### src/inc/occ_cfg.svh
// register offsets, field positions and reset values of the compare channel
`ifndef OCC_CFG_SVH
`define OCC_CFG_SVH
// ****************************************************************
// register byte addresses
// ****************************************************************
`define OCC_ADDR_CON1    12'h000
`define OCC_ADDR_CON2    12'h004
`define OCC_ADDR_PRI     12'h008
`define OCC_ADDR_SEC     12'h00C
`define OCC_ADDR_TMR     12'h010
`define OCC_ADDR_PERIOD  12'h014
// ****************************************************************
// field positions
// ****************************************************************
`define OCC_MODE_LSB     0
`define OCC_MODE_MSB     2
`define OCC_TRIGGER_STATUS_CLEAR_MODE_BIT 3
`define OCC_CLKSEL_LSB   10
`define OCC_CLKSEL_MSB   12
`define OCC_TSTAT_BIT    6
`define OCC_OUT_BIT      7
`define OCC_CON1_MASK    16'h1C0F
// ****************************************************************
// reset values and clock choices
// ****************************************************************
`define OCC_RST16        16'h0000
`define OCC_RST_PERIOD   16'hFFFF
`define OCC_CLK_SYS      3'h7
`define OCC_CLK_TRG      3'h5
`define OCC_ERR_NONE     1'h0
`endif

### src/inc/occ_pkg.sv
// types shared by the compare channel files
package occ_pkg;
  typedef enum logic [2:0]
  {
    OCC_OFF     = 3'b000,
    OCC_SS_HIGH = 3'b001,
    OCC_SS_LOW  = 3'b010,
    OCC_TOGGLE  = 3'b011,
    OCC_DBL_SS  = 3'b100,
    OCC_DBL_CON = 3'b101,
    OCC_PWM_EDG = 3'b110,
    OCC_PWM_CTR = 3'b111
  } occ_mode_type;
endpackage

### src/logic/occ_sync.sv
// two flip-flop synchroniser for a pin level
`timescale 1ns/1ps
module occ_sync
(
  input  wire logic CLK,
  input  wire logic RST,
  input  wire logic d,
  output logic      q
);
  logic meta_r;

  // first stage feeds only the second
  always_ff @(posedge CLK or posedge RST)
  begin
    if (RST)
    begin
      meta_r <= 1'b0;
      q      <= 1'b0;
    end
    else
    begin
      meta_r <= d;
      q      <= meta_r;
    end
  end
endmodule

### src/logic/occ_channel.sv
// output compare channel with its apb register file
//
// The register addresses and the APB register port were chosen for this implementation.
`timescale 1ns/1ps
`include "occ_cfg.svh"
// Functional notes
// - trigger mode one: flag clears on timer equal secondary, or by software.
// - trigger mode zero: only software clears the flag.
// - mode 111: output high on primary match, low on secondary match.
// - mode 110: output high at timer zero, low on primary match.
// - mode 101: start low, toggle on alternate primary and secondary matches.
// - mode 100: start low, toggle on primary then secondary, one pulse.
// - mode 011: toggle output on every primary match.
// - mode 010: start high, go low on primary match and stay.
// - mode 001: start low, go high on primary match and stay.
// - mode 000: channel disabled, no compare actions.
// - compare values double-buffered in pwm modes only, else direct.
// - one dedicated trigger generator clock per channel, index parameter.
module occ_channel
#(
  parameter int CHANNEL = 1
)
(
  input  wire logic        CLK,
  input  wire logic        RST,
  input  wire logic        CE,
  input  wire logic        PSEL,
  input  wire logic        PENABLE,
  input  wire logic        PWRITE,
  input  wire logic [11:0] PADDR,
  input  wire logic [31:0] PWDATA,
  output logic      [31:0] PRDATA,
  output logic             PREADY,
  output logic             PSLVERR,
  input  wire logic [3:0]  TRG_CLK_IN,
  input  wire logic        TRIGGER_IN,
  output logic             COMPARE_OUTPUT
);
  // ****************************************************************
  // state
  // ****************************************************************
  logic [15:0] con1_r;
  logic [15:0] pri_buf_r;
  logic [15:0] sec_buf_r;
  logic [15:0] pri_act_r;
  logic [15:0] sec_act_r;
  logic [15:0] period_r;
  logic [15:0] timer_r;
  logic        tstat_r;
  logic        out_r;
  logic        alt_r;
  logic        done_r;
  logic        trg_q;
  logic        trg_d_r;
  logic        trig_q;
  occ_pkg::occ_mode_type mode;
  occ_pkg::occ_mode_type mode_d_r;
  logic        wr;
  logic        rd;
  logic        tick;
  logic        pri_hit;
  logic        sec_hit;
  logic        wrap;
  logic [15:0] timer_nxt;
  logic [15:0] rdata;

  // true for the two pwm modes
  function automatic logic is_pwm(input occ_pkg::occ_mode_type m);
    is_pwm = (m == occ_pkg::OCC_PWM_EDG) || (m == occ_pkg::OCC_PWM_CTR);
  endfunction

  // register address match
  function automatic logic hit(input logic [11:0] a, input logic [11:0] r);
    hit = (a == r);
  endfunction

  // decoded mode and bus strobes: a write lands on the ready edge only
  assign mode = occ_pkg::occ_mode_type'(con1_r[`OCC_MODE_MSB:`OCC_MODE_LSB]);
  assign wr   = PSEL && PENABLE && PWRITE && PREADY && CE;
  assign rd   = PSEL && !PENABLE && !PWRITE && CE;

  // ****************************************************************
  // timer clock selection
  // ****************************************************************
  // the channel's own generator output passes two flip-flops first
  occ_sync u_trg_sync
  (
    .CLK (CLK),
    .RST (RST),
    .d   (TRG_CLK_IN[CHANNEL-1]),
    .q   (trg_q)
  );

  // trigger input, used to synchronise the timer
  occ_sync u_trig_sync
  (
    .CLK (CLK),
    .RST (RST),
    .d   (TRIGGER_IN),
    .q   (trig_q)
  );

  // edge detect on the synchronised generator clock
  // resets to the idle low level, so no false tick follows reset
  always_ff @(posedge CLK or posedge RST)
  begin
    if (RST)
      trg_d_r <= 1'b0;
    else if (CE)
      trg_d_r <= trg_q;
  end

  // timer advances every cycle or on generator rising edge
  always_comb
  begin
    case (con1_r[`OCC_CLKSEL_MSB:`OCC_CLKSEL_LSB])
      `OCC_CLK_SYS: tick = 1'b1;
      `OCC_CLK_TRG: tick = trg_q && !trg_d_r;
      default:      tick = 1'b1;
    endcase
  end

  // wrap, next count and matches; a match only counts on a timer tick
  assign wrap      = (timer_r == period_r);
  assign timer_nxt = wrap ? `OCC_RST16 : timer_r + 16'h0001;
  assign pri_hit   = tick && (timer_r == pri_act_r);
  assign sec_hit   = tick && (timer_r == sec_act_r);

  // ****************************************************************
  // channel timer
  // ****************************************************************
  // free running, cleared by the trigger or when disabled
  // a trigger outranks a software timer write in the same cycle
  always_ff @(posedge CLK or posedge RST)
  begin
    if (RST)
      timer_r <= `OCC_RST16;
    else if (CE)
    begin
      if (mode == occ_pkg::OCC_OFF || trig_q)
        timer_r <= `OCC_RST16;
      else if (wr && hit(PADDR, `OCC_ADDR_TMR))
        timer_r <= PWDATA[15:0];
      else if (tick)
        timer_r <= timer_nxt;
    end
  end

  // ****************************************************************
  // apb registers
  // ****************************************************************
  // control word and timer period
  // reserved control bits are masked so they always read as zero
  always_ff @(posedge CLK or posedge RST)
  begin
    if (RST)
    begin
      con1_r   <= `OCC_RST16;
      period_r <= `OCC_RST_PERIOD;
    end
    else if (CE && wr)
    begin
      if (hit(PADDR, `OCC_ADDR_CON1))
        con1_r <= PWDATA[15:0] & `OCC_CON1_MASK;
      if (hit(PADDR, `OCC_ADDR_PERIOD))
        period_r <= PWDATA[15:0];
    end
  end

  // software-side compare values
  always_ff @(posedge CLK or posedge RST)
  begin
    if (RST)
    begin
      pri_buf_r <= `OCC_RST16;
      sec_buf_r <= `OCC_RST16;
    end
    else if (CE && wr)
    begin
      if (hit(PADDR, `OCC_ADDR_PRI))
        pri_buf_r <= PWDATA[15:0];
      if (hit(PADDR, `OCC_ADDR_SEC))
        sec_buf_r <= PWDATA[15:0];
    end
  end

  // active compares: direct outside pwm, loaded at period start in pwm
  // outside pwm a buffer write reaches the comparator one cycle later
  // in pwm the swap waits for the wrap so no period is cut short
  always_ff @(posedge CLK or posedge RST)
  begin
    if (RST)
    begin
      pri_act_r <= `OCC_RST16;
      sec_act_r <= `OCC_RST16;
    end
    else if (CE)
    begin
      if (!is_pwm(mode))
      begin
        pri_act_r <= pri_buf_r;
        sec_act_r <= sec_buf_r;
      end
      else if (tick && wrap)
      begin
        pri_act_r <= pri_buf_r;
        sec_act_r <= sec_buf_r;
      end
    end
  end

  // ****************************************************************
  // trigger status flag
  // ****************************************************************
  // trigger sets; a set in the clear cycle wins
  // software clears by writing zero to the flag bit
  always_ff @(posedge CLK or posedge RST)
  begin
    if (RST)
      tstat_r <= 1'b0;
    else if (CE)
    begin
      if (trig_q)
        tstat_r <= 1'b1;
      else if (wr && hit(PADDR, `OCC_ADDR_CON2) && !PWDATA[`OCC_TSTAT_BIT])
        tstat_r <= 1'b0;
      else if (con1_r[`OCC_TRIGGER_STATUS_CLEAR_MODE_BIT] && sec_hit)
        tstat_r <= 1'b0;
    end
  end

  // ****************************************************************
  // compare output
  // ****************************************************************
  // mode change initialises the pin, then matches act on it
  // toggle mode keeps its level so a mode rewrite causes no glitch
  always_ff @(posedge CLK or posedge RST)
  begin
    if (RST)
    begin
      mode_d_r <= occ_pkg::OCC_OFF;
      out_r    <= 1'b0;
      alt_r    <= 1'b0;
      done_r   <= 1'b0;
    end
    else if (CE)
    begin
      mode_d_r <= mode;
      if (mode != mode_d_r)
      begin
        alt_r  <= 1'b0;
        done_r <= 1'b0;
        case (mode)
          occ_pkg::OCC_SS_LOW: out_r <= 1'b1;
          occ_pkg::OCC_TOGGLE: out_r <= out_r;
          default:             out_r <= 1'b0;
        endcase
      end
      else
      begin
        case (mode)
          occ_pkg::OCC_OFF: out_r <= out_r;
          occ_pkg::OCC_SS_HIGH:
            if (pri_hit) out_r <= 1'b1;
          occ_pkg::OCC_SS_LOW:
            if (pri_hit) out_r <= 1'b0;
          occ_pkg::OCC_TOGGLE:
            if (pri_hit) out_r <= !out_r;
          occ_pkg::OCC_DBL_SS:
            if (!done_r && !alt_r && pri_hit)
            begin
              out_r <= 1'b1;
              alt_r <= 1'b1;
            end
            else if (!done_r && alt_r && sec_hit)
            begin
              out_r  <= 1'b0;
              done_r <= 1'b1;
            end
          occ_pkg::OCC_DBL_CON:
            if ((!alt_r && pri_hit) || (alt_r && sec_hit))
            begin
              out_r <= !out_r;
              alt_r <= !alt_r;
            end
          occ_pkg::OCC_PWM_EDG:
            if (pri_hit) out_r <= 1'b0;
            else if (tick && timer_r == `OCC_RST16) out_r <= 1'b1;
          occ_pkg::OCC_PWM_CTR:
            if (pri_hit) out_r <= 1'b1;
            else if (sec_hit) out_r <= 1'b0;
          default: out_r <= out_r;
        endcase
      end
    end
  end

  // pin follows the register
  always_ff @(posedge CLK or posedge RST)
  begin
    if (RST)
      COMPARE_OUTPUT <= 1'b0;
    else if (CE)
      COMPARE_OUTPUT <= out_r;
  end

  // ****************************************************************
  // apb read path
  // ****************************************************************
  // read mux
  always_comb
  begin
    case (PADDR)
      `OCC_ADDR_CON1:   rdata = con1_r;
      `OCC_ADDR_CON2:   rdata = {8'h00, out_r, tstat_r, 6'h00};
      `OCC_ADDR_PRI:    rdata = pri_buf_r;
      `OCC_ADDR_SEC:    rdata = sec_buf_r;
      `OCC_ADDR_TMR:    rdata = timer_r;
      `OCC_ADDR_PERIOD: rdata = period_r;
      default:          rdata = `OCC_RST16;
    endcase
  end

  // data captured in setup, ready one cycle later
  // zero wait states: ready is high in the access cycle only
  always_ff @(posedge CLK or posedge RST)
  begin
    if (RST)
    begin
      PRDATA  <= 32'h0000_0000;
      PREADY  <= 1'b0;
      PSLVERR <= `OCC_ERR_NONE;
    end
    else if (CE)
    begin
      PREADY  <= PSEL && !PENABLE;
      PSLVERR <= `OCC_ERR_NONE;
      if (rd)
        PRDATA <= {16'h0000, rdata};
    end
  end
endmodule

### config.mk
export PLATFORM = sky130hd
export DESIGN_NAME = occ_channel
export DESIGN_NICKNAME = d
export VERILOG_FILES = /design/src/inc/occ_pkg.sv /design/src/logic/occ_sync.sv /design/src/logic/occ_channel.sv
export VERILOG_INCLUDE_DIRS = /design/src /design/src/inc
export SDC_FILE = /design/constraint.sdc
export NUM_CORES = 1
export LEC_CHECK = 0
export ABC_AREA = 1
export BUFFER_PORTS_ARGS = -buffer_cell sky130_fd_sc_hd__buf_4
export CORE_ASPECT_RATIO = 1.75
export CORE_MARGIN = 10
export CORE_UTILIZATION = 60
export CTS_BUF_LIST = sky130_fd_sc_hd__clkbuf_16
export DETAILED_ROUTE_END_ITERATION = 8
export PLACE_DENSITY = 0.82
export REMOVE_ABC_BUFFERS = 1
export SKIP_LAST_GASP = 1
export SYNTH_ARGS = -nofsm -noshare
export SYNTH_HDL_FRONTEND = slang
export SYNTH_HIERARCHICAL = 1
export SYNTH_SLANG_ARGS = --single-unit
### constraint.sdc
create_clock -name CLK -period 11.3 [get_ports CLK]
set_clock_uncertainty 0.05 [all_clocks]
set_input_delay 2.26 -clock CLK [delete_from_list [all_inputs] [get_ports CLK]]
set_output_delay 2.26 -clock CLK [all_outputs]
set_load 0.05 [all_outputs]
==> impl_summary.log, run 1 <==
INFO  metric place_congestion = 0.930
INFO  metric nets = 1049
INFO  metric worstMarginPinSlew = 1.23 ns
INFO  metric h_tree_depth = 4
INFO  metric clkPwrFrac = between 50% and 60%
INFO  metric netlist-cell-type-count = 41
INFO  metric hold_slack = 0.297 ns
INFO  metric critical_path.cell_chain = buf_4 > nor2_2 > nand3_1 > nor2_1 > nand2_1 > inv_1 > nand2_1 > o21ai_0
INFO  metric crit_path_start_kind = input pin
INFO  metric net-switching-power = 264 uW
INFO  metric drt_iter0_drc = 653
INFO  metric synth_top_area_share = about two fifths
INFO  metric die_height = 165 um
INFO  metric synth_cells = 959
INFO  metric pwr_density_cell = 143 mW/mm^2
INFO  metric most_numerous_cell_types_in_the_synthesized_netlist = 287 x sky130_fd_sc_hd__nand2_1, 117 x sky130_fd_sc_hd__dfrtp_1, 106 x sky130_fd_sc_hd__inv_1, 103 x sky130_fd_sc_hd__o21ai_0, 69 x sky130_fd_sc_hd__nor2_1
INFO  metric globalRouteTotalUtil = 24.5%
INFO  metric wl_per_cell = around 18 um
INFO  metric criticalPathCategory = in2reg
INFO  metric r2r_start = timer_r[13]
INFO  metric drc = 0
INFO  metric holdPathEnd = u_trig_sync/q
INFO  metric top_delay_family_on_crit_path = simple AND/OR/NAND/NOR gates
INFO  metric areaGrowthSynthToFinish = 13.7%
INFO  metric synth_async_reset_ratio = 100%
INFO  metric path_max_fanout = 32
INFO  metric yosysTopAreaCell = sky130_fd_sc_hd__dfrtp_1
INFO  metric synth.top_cells.by_area = sky130_fd_sc_hd__dfrtp_1 41%, sky130_fd_sc_hd__nand2_1 15%, sky130_fd_sc_hd__o21ai_0 7.2%
INFO  metric arrival_time_of_data_at_the_critical_path_endpoint = 4.99 ns
INFO  metric slowest_stage_delay_on_critical_path = 0.86 ns
INFO  metric path_buf_inv = 2
INFO  metric ios = 90
INFO  metric route.antenna.remaining_nets = 0
INFO  metric layout_worst_path_cycle_share = 41.8%
INFO  metric r2r_cells = 10
INFO  metric max_freq = 212 MHz
INFO  metric viasPerCell = approximately 5.8
INFO  metric hold_class = reg2reg
INFO  metric cts_buffer_count = 17
INFO  metric insertedDiodeCount = 0
INFO  metric synth.yosys.seq_area_share = 46.5%
INFO  metric worst_skew_pair.late_latency = 0.42 ns
INFO  metric number_of_enable_type_register_cells_in_the_synthesized_netlist = 0
INFO  metric tritoncts = yes
INFO  metric dp_hpwl = roughly 14000 um
INFO  metric fillCellCount = about 910
INFO  metric antenna_violations_before_repair = 0
INFO  metric irDropWorstVdd = 110 uV
INFO  metric clk_root_buffer_cell = sky130_fd_sc_hd__clkbuf_16
INFO  metric timing.final.setup_violations = 0
INFO  metric combined_area_of_the_multi_input_logic_cells = 0.00316 sq mm
INFO  metric cp.required = 11.56 ns
INFO  metric postSynthRegisterBits = 133
INFO  metric period_minus_slack = between 4 and 5 ns
INFO  metric synth.yosys.warnings = 6
INFO  metric seqCellArea = 0.00335 sq mm
INFO  metric design.core.area = roughly 0.012 sq mm
INFO  metric post_cts_hold_buffer_count = 0
INFO  metric post_synthesis_instance_area = 0.00720 sq mm
INFO  metric cts.repair.resized = 0
INFO  metric relSlewSlack = 18.0%
INFO  metric finish.instance_area = 0.00819 sq mm
INFO  metric cell_internal_pwr = 910 uW
INFO  metric grt_first_pass_wirelength = 31800 um
INFO  metric syn_area_per_cell = 7.51 sq um
INFO  metric routed_wirelength = between 20000 and 25000 um
INFO  metric clk_path_buf_depth = 2
INFO  metric timing.rr.end = sec_act_r[6]
INFO  metric worst_hold_startpoint = u_trig_sync/meta_r
INFO  metric post-route-worst-setup-slack = 6.58 ns
INFO  metric cts.sinks = 133
INFO  metric dr.pass1.iters = 5
INFO  metric final-hold-violation-count = 0
INFO  metric synth-main-ff-cell = sky130_fd_sc_hd__dfrtp_1
INFO  metric via_count_of_the_first_global_routing_pass = approximately 6300
INFO  metric placement.cell_area = 0.00753 sq mm
INFO  metric post-cts-setup-buffers = 0
INFO  metric clk_pin_slew_worst_paths = 0.06 ns
INFO  metric leakagePower = between 3 and 4 nW
INFO  metric via_count = 6576
INFO  metric die_x = 103 um
INFO  metric crit_top_cell = sky130_fd_sc_hd__nand2_1
INFO  metric yosysMostFrequentCell = sky130_fd_sc_hd__nand2_1
INFO  metric grt.overflow.total = 0
INFO  metric die_area = about 0.017 sq mm
INFO  metric seq_power_share = between 40% and 50%
INFO  metric max_cap_viol = 0
INFO  metric buffer_ports.inserted = 53
INFO  metric timing.critical_path.slowest_stage_cell = sky130_fd_sc_hd__nand2_1
INFO  metric final_layout_size_suffix_gt1_share = 12.1%
INFO  metric final_util = roughly 70%
INFO  metric whs_path_depth = 0
INFO  metric grt_max_degree = between 70 and 80
INFO  metric p_comb_share = 5.6%
INFO  metric reg2reg_setup_slack = 8.20 ns
INFO  metric outcome = completed
INFO  metric place_worst_setup_slack = 6.39 ns
INFO  metric row_count = 52
INFO  metric critPathCaptureType = flip-flop
INFO  metric tns = 0 ns
INFO  metric initial_core_util = 61.9%
INFO  metric switching_share = 22.5%
INFO  metric rsz0062_at_grt = no
INFO  metric slew_viol_final = 0
==> worst max-delay path by stage <==
stage	to	start	cells after the start	slack, ns
2_1_floorplan	COMPARE_OUTPUT	RST	1	5.58
3_3_place_gp	sec_buf_r[4]	PADDR[7]	8	6.42
3_5_place_dp	pri_buf_r[11]	PADDR[7]	8	6.39
4_1_cts	pri_buf_r[10]	PADDR[7]	8	6.71
5_1_grt	period_r[3]	PADDR[1]	8	6.41
6_report	period_r[13]	PADDR[1]	8	6.58
==> final cells by class <==
type,count,share of cell area (%)
clock inverter,15,2.87
tap,135,2.06
sequential,133,40.9
inverter,117,5.45
multi-input combinational,669,38.6
clock buffer,17,5.19
timing repair buffer,54,4.95
==> through the flow <==
step	std cells	power, mW
finish	1140	1.17
global route	1140	1.20
CTS	1140	1.17
detailed placement	1108	0.560
global placement	1108	0.559
floorplan	919	0.535
==> placed cells by master (no fill, tap or decap), drive strengths merged <==
master   instances
nand2          289
o21ai          143
inv            119
dfrtp          117
nor2            74
buf             54
nand3           32
xnor2           25
o22ai           23
conb            17
clkbuf          17
dfstp           16
nand4           15
a21oi           13
nor3            11
xor2             8
a211oi           7
clkinv           7
bufinv           6
a31oi            2
ha               2
a22o             1
a22oi            1
nand3b           1
a21o             1
nor4             1
o2111ai          1
nor4b            1
a221oi           1
==> state kept, by name (all words and copies together), names as in the netlist <==
register / flops
PRDATA: 16
period_r: 16
pri_act_r: 16
pri_buf_r: 16
sec_act_r: 16
sec_buf_r: 16
timer_r: 16
con1_r: 7
mode_d_r: 3
COMPARE_OUTPUT: 1
PREADY: 1
alt_r: 1
done_r: 1
out_r: 1
trg_d_r: 1
tstat_r: 1
u_trg_sync/meta_r: 1
u_trg_sync/q: 1
u_trig_sync/meta_r: 1
u_trig_sync/q: 1
==> power groups by stage <==
stage,clock (mW),sequential [mW],combinational [mW]
floorplan,0,0.496,0.0392
global placement,0,0.494,0.0650
detailed placement,0,0.494,0.0656
CTS,0.622,0.486,0.0660
global route,0.646,0.486,0.0724
finish,0.622,0.486,0.0661
==> per-layer routing <==
metal  wire [um]  track usage [%]  part of all wire [%]
met5           0                0                     0
met4        1220             16.8                   6.1
met3        1220             4.85                   6.1
met2       10300             41.5                    51
met1        7360             26.9                    37
==> kinds of logic after synthesis <==
kind of cell             share of synthesized area [%]
flip-flops                                        46.5
XOR/XNOR                                          4.01
AO/OA/AOI/OAI                                     14.6
other                                           0.0521
adder cells (fa/ha/maj)                          0.347
buffers and inverters                             10.5
AND/OR/NAND/NOR                                   24.1
No activity file was read; power rests on OpenSTA's default activity.
==> run 2, diff against run 1 <==
- CORE_UTILIZATION: 60 -> 59
- PLACE_DENSITY: 0.82 -> 0.81
- clock period: 11.3 -> 4.8 ns (I/O delays scaled with it)
==> impl_summary.log, run 2 (synthesis gave the netlist of run 1 again) <==
INFO  metric outcome = completed
INFO  metric holdPathEnd = u_trg_sync/q
INFO  metric via_count_of_the_first_global_routing_pass = 6388
INFO  metric slowest_stage_delay_on_critical_path = 0.70 ns
INFO  metric post_cts_hold_buffer_count = 0
INFO  metric pwr_density_cell = 297 mW/mm^2
INFO  metric r2r_cells = 10
INFO  metric die_height = 166 um
INFO  metric timing.critical_path.slowest_stage_cell = sky130_fd_sc_hd__nand2_2
INFO  metric hold_class = reg2reg
INFO  metric globalRouteTotalUtil = 23.0%
INFO  metric slew_viol_final = 0
INFO  metric grt.overflow.total = 0
INFO  metric arrival_time_of_data_at_the_critical_path_endpoint = 3.26 ns
INFO  metric max_freq = 327 MHz
INFO  metric dp_hpwl = 13900 um
INFO  metric place_congestion = roughly 1
INFO  metric final-hold-violation-count = 0
INFO  metric row_count = 53
INFO  metric grt_max_degree = 76
INFO  metric seqCellArea = about 0.0033 sq mm
INFO  metric cp.required = 5.00 ns
INFO  metric irDropWorstVdd = 234 uV
INFO  metric final_common_cell = sky130_fd_sc_hd__nand2_1
INFO  metric whs_path_depth = 0
INFO  metric nets = about 1100
INFO  metric areaGrowthSynthToFinish = 12.6%
INFO  metric timing.rr.end = sec_act_r[7]
INFO  metric tns = 0 ns
INFO  metric max_cap_viol = 0
INFO  metric design.core.area = roughly 0.012 sq mm
INFO  metric routed_wirelength = 19800 um
INFO  metric h_tree_depth = 4
INFO  metric initial_core_util = 60.0%
INFO  metric tritoncts = yes
INFO  metric buffer_ports.inserted = 53
INFO  metric timing.final.setup_violations = 0
INFO  metric reg2reg_setup_slack = 1.74 ns
INFO  metric rsz0062_at_grt = no
INFO  metric crit_top_cell = sky130_fd_sc_hd__nand2_1
INFO  metric crit_path_start_kind = flip-flop
INFO  metric route.antenna.remaining_nets = 0
INFO  metric combined_area_of_the_multi_input_logic_cells = 0.00316 sq mm
INFO  metric critical_path.cell_chain = inv_2 > nand2_1 > a21oi_1 > nand2_1 > nor2_1 > nand2_1 > o22ai_2 > nand2_2 > nor2_1 > a21oi_1
INFO  metric relSlewSlack = about a quarter
INFO  metric r2r_start = timer_r[13]
INFO  metric clk_pin_slew_worst_paths = 0.06 ns
INFO  metric insertedDiodeCount = 0
INFO  metric worstMarginPinSlew = 1.13 ns
INFO  metric wl_per_cell = roughly 17 um
INFO  metric drc = 0
INFO  metric viasPerCell = 5.54
INFO  metric dr.pass1.iters = 7
INFO  metric via_count = around 6500
INFO  metric clk_root_buffer_cell = sky130_fd_sc_hd__clkbuf_16
INFO  metric post-cts-setup-buffers = 0
INFO  metric worst_skew_pair.late_latency = around 0.42 ns
INFO  metric drt_iter0_drc = 626
INFO  metric final_layout_size_suffix_gt1_share = between 10% and 20%
INFO  metric layout_common_cells = 287 x sky130_fd_sc_hd__nand2_1, 117 x sky130_fd_sc_hd__dfrtp_1, 110 x sky130_fd_sc_hd__inv_1
INFO  metric period_minus_slack = ~3 ns
INFO  metric worst_hold_startpoint = u_trg_sync/meta_r
INFO  metric grt_first_pass_wirelength = 32000 um
INFO  metric clk_path_buf_depth = 2
INFO  metric layout_worst_path_cycle_share = between 60% and 70%
INFO  metric cts_buffer_count = 17
INFO  metric cts.repair.resized = 0
INFO  metric critPathCaptureType = flip-flop
INFO  metric path_max_fanout = 60
INFO  metric totalPowerFinal = 2.41 mW
INFO  metric leakagePower = 3.88 nW
INFO  metric cts.sinks = 133
INFO  metric die_area = around 0.017 sq mm
INFO  metric fillCellCount = between 1000 and 1500
INFO  metric ios = 90
INFO  metric die_x = 104 um
INFO  metric antenna_violations_before_repair = 0
INFO  metric criticalPathCategory = reg2reg
## run 2: metrics by stage
| step | setup WS (ns) | std cells | util (%) | area, sq um | hold WS (ns) |
|---|---|---|---|---|---|
| floorplan | 0.375 | 919 | - | 6950 | 0.281 |
| global placement | 1.60 | 1143 | 63.4 | 7600 | 0.292 |
| detailed placement | 1.54 | 1143 | 63.4 | 7600 | 0.286 |
| CTS | 1.78 | 1175 | 67.6 | 8110 | 0.312 |
| global route | 1.55 | 1175 | 67.6 | 8110 | 0.316 |
| finish | 1.74 | 1175 | 67.6 | 8110 | 0.310 |
## run 2: critical path: cells and delay by family (launching register included)
family | cells | cell delay (ns)
AO/OA/AOI/OAI | 3 | 0.71
buffers and inverters | 1 | 0.14
AND/OR/NAND/NOR | 6 | 1.51
flip-flops | 1 | 0.47
## run 2: how the worst max path moves through the flow
stage,start,to,slack (ns),cells after the start
floorplan,RST,COMPARE_OUTPUT,0.38,1
global placement,CE,timer_r[6],1.60,11
detailed placement,PADDR[1],period_r[10],1.54,9
CTS,timer_r[13],sec_act_r[7],1.78,10
global route,timer_r[13],pri_act_r[15],1.55,10
finish,timer_r[13],sec_act_r[7],1.74,10
## run 2: cell type report
type	instances	share of cell area, %
Sequential cell	133	41.3
Clock inverter	15	0.972
Clock buffer	17	5.25
Tap cell	165	2.55
Timing Repair Buffer	59	5.46
Multi-Input combinational cell	669	39.0
Inverter	117	5.51
## run 2: per-layer routing
| metal | vias to the layer above | GRT usage, % | part of all wire [%] |
|---|---|---|---|
| met1 | 3028 | 24.0 | 36 |
| met2 | 281 | 41.3 | 52 |
| met3 | 83 | 5.01 | 5.9 |
| met4 | 0 | 13.0 | 5.3 |
| li1 | 3115 | - | - |
| met5 | - | 0 | 0 |
## run 2: report_power, final
| part | leakage, nW | switching (mW) | internal [mW] |
|---|---|---|---|
| combinational | 1.84 | 0.116 | 0.0387 |
| clock | 0.272 | 0.469 | 0.642 |
| sequential | 1.77 | 0.00977 | 1.13 |
| total | 3.88 | 0.595 | 1.82 |
==> run 3, diff against run 2 <==
- clock period: 4.8 -> 2.94 ns (I/O delays scaled with it)
==> impl_summary.log, run 3 (synthesis gave the netlist of run 1 again) <==
INFO  metric layout_worst_path_cycle_share = a little under 80%
INFO  metric worstMarginPinSlew = 0.938 ns
INFO  metric row_count = 53
INFO  metric arrival_time_of_data_at_the_critical_path_endpoint = 2.58 ns
INFO  metric grt.overflow.total = 0
INFO  metric globalRouteTotalUtil = a little under a quarter
INFO  metric via_count_of_the_first_global_routing_pass = 6655
INFO  metric fillCellCount = approximately 970
INFO  metric relSlewSlack = 37.4%
INFO  metric r2r_start = timer_r[13]
INFO  metric post-cts-setup-buffers = 0
INFO  metric die_height = about 170 um
INFO  metric layout_common_cells = 287 x sky130_fd_sc_hd__nand2_1, 117 x sky130_fd_sc_hd__dfrtp_1, 106 x sky130_fd_sc_hd__inv_1
INFO  metric criticalPathCategory = reg2reg
INFO  metric dr.pass1.iters = 6
INFO  metric worst_hold_startpoint = TRG_CLK_IN[0]
INFO  metric drt_iter0_drc = 585
INFO  metric worst_skew_pair.late_latency = 0.42 ns
INFO  metric timing.final.setup_violations = 0
INFO  metric via_count = 6592
INFO  metric critPathCaptureType = flip-flop
INFO  metric irDropWorstVdd = 418 uV
INFO  metric grt_first_pass_wirelength = 33300 um
INFO  metric cts_buffer_count = 17
INFO  metric antenna_violations_before_repair = 0
INFO  metric whs_path_depth = 1
INFO  metric clk_path_buf_depth = 2
INFO  metric drc = 0
INFO  metric viasPerCell = 5.53
INFO  metric buffer_ports.inserted = 53
INFO  metric route.antenna.remaining_nets = 0
INFO  metric placement.cell_area = 0.00775 sq mm
INFO  metric insertedDiodeCount = 0
INFO  metric nets = between 1000 and 1500
INFO  metric areaGrowthSynthToFinish = 16.2%
INFO  metric finish.instance_area = 0.00837 sq mm
INFO  metric rsz0062_at_grt = no
INFO  metric grt_max_degree = 59
INFO  metric initial_core_util = about 60%
INFO  metric post_cts_hold_buffer_count = 1
INFO  metric cts.repair.resized = 0
INFO  metric die_area = 0.0172 sq mm
INFO  metric clk_pin_slew_worst_paths = about 0.060 ns
INFO  metric hold_class = in2reg
INFO  metric worstSetupStartpoint = timer_r[13]
INFO  metric crit_path_start_kind = flip-flop
INFO  metric die_x = between 100 and 150 um
INFO  metric final_common_cell = sky130_fd_sc_hd__nand2_1
INFO  metric hold_slack = between 0.2 and 0.25 ns
INFO  metric period_minus_slack = 2.33 ns
INFO  metric final-hold-violation-count = 0
INFO  metric tritoncts = yes
INFO  metric place_congestion = 0.974
INFO  metric r2r_cells = 13
INFO  metric dp_hpwl = approximately 15000 um
INFO  metric routed_wirelength = 20500 um
INFO  metric path_max_fanout = 12
INFO  metric final_layout_size_suffix_gt1_share = between 10% and 20%
INFO  metric wl_per_cell = 17.2 um
INFO  metric slew_viol_final = 0
INFO  metric cp.required = 3.19 ns
INFO  metric max_cap_viol = 0
INFO  metric leakagePower = ~4.0 nW
INFO  metric clk_root_buffer_cell = sky130_fd_sc_hd__clkbuf_16
INFO  metric design.core.area = approximately 0.012 sq mm
INFO  metric ios = 90
INFO  metric h_tree_depth = 4
INFO  metric pwr_density_cell = slightly above 500 mW/mm^2
INFO  metric outcome = completed
INFO  metric cts.sinks = 133
INFO  metric max_freq = ~430 MHz
## run 3: layer usage
layer  wire length, um  vias to the layer above  GRT usage (%)
li1                  -                     3148              -
met1              7620                     3045           25.7
met2             10500                      298           41.9
met3              1170                      101           4.55
met4              1180                        0           15.0
met5                 0                        -              0
## run 3: final timing paths
check	endpoint	slack (ns)
setup / recovery	timer_r[12]	0.61
hold / removal	u_trg_sync/meta_r	0.23
setup reg to reg	timer_r[12]	0.61
hold reg to reg	u_trg_sync/q	0.30
max in group asynchronous	period_r[0]	1.46
min in group asynchronous	u_trg_sync/meta_r	0.56
## run 3: power breakdown
part	switching, mW	internal (mW)
sequential	0.0150	1.85
combinational	0.195	0.0713
clock	0.784	1.41
## run 3: per-stage QoR
step	setup slack [ns]	utilization [%]	std cells	total power, mW	setup TNS [ns]
after floorplan	-1.11	-	919	2.06	-128.78
after global placement	0.498	64.6	1159	2.16	0
after detailed placement	0.450	64.6	1159	2.16	0
after CTS	0.652	69.8	1192	4.34	0
after global routing	0.413	69.8	1192	4.46	0
final	0.609	69.8	1192	4.32	0
## run 3: final cells by class
| type | instances | area, sq um | area share [%] |
|---|---|---|---|
| Multi-Input combinational cell | 669 | 3160 | 37.7 |
| Tap cell | 165 | 206 | 2.47 |
| Clock buffer | 17 | 425 | 5.08 |
| Inverter | 117 | 447 | 5.33 |
| Timing Repair Buffer | 76 | 598 | 7.14 |
| Sequential cell | 133 | 3350 | 40.0 |
| Clock inverter | 15 | 189 | 2.26 |
## run 3: critical path, stage by stage, from the launching register on
cell and delay (ns):
sky130_fd_sc_hd__dfrtp_1 0.48, sky130_fd_sc_hd__inv_2 0.15, sky130_fd_sc_hd__nand2_1 0.06, sky130_fd_sc_hd__a21oi_1 0.26
sky130_fd_sc_hd__nand2_1 0.12, sky130_fd_sc_hd__nor2_1 0.09, sky130_fd_sc_hd__nand2_1 0.10, sky130_fd_sc_hd__buf_4 0.18
sky130_fd_sc_hd__nand2_1 0.36, sky130_fd_sc_hd__nor2_1 0.08, sky130_fd_sc_hd__nand2_1 0.06, sky130_fd_sc_hd__o21ai_0 0.07
sky130_fd_sc_hd__nand2_1 0.08, sky130_fd_sc_hd__o21ai_1 0.07
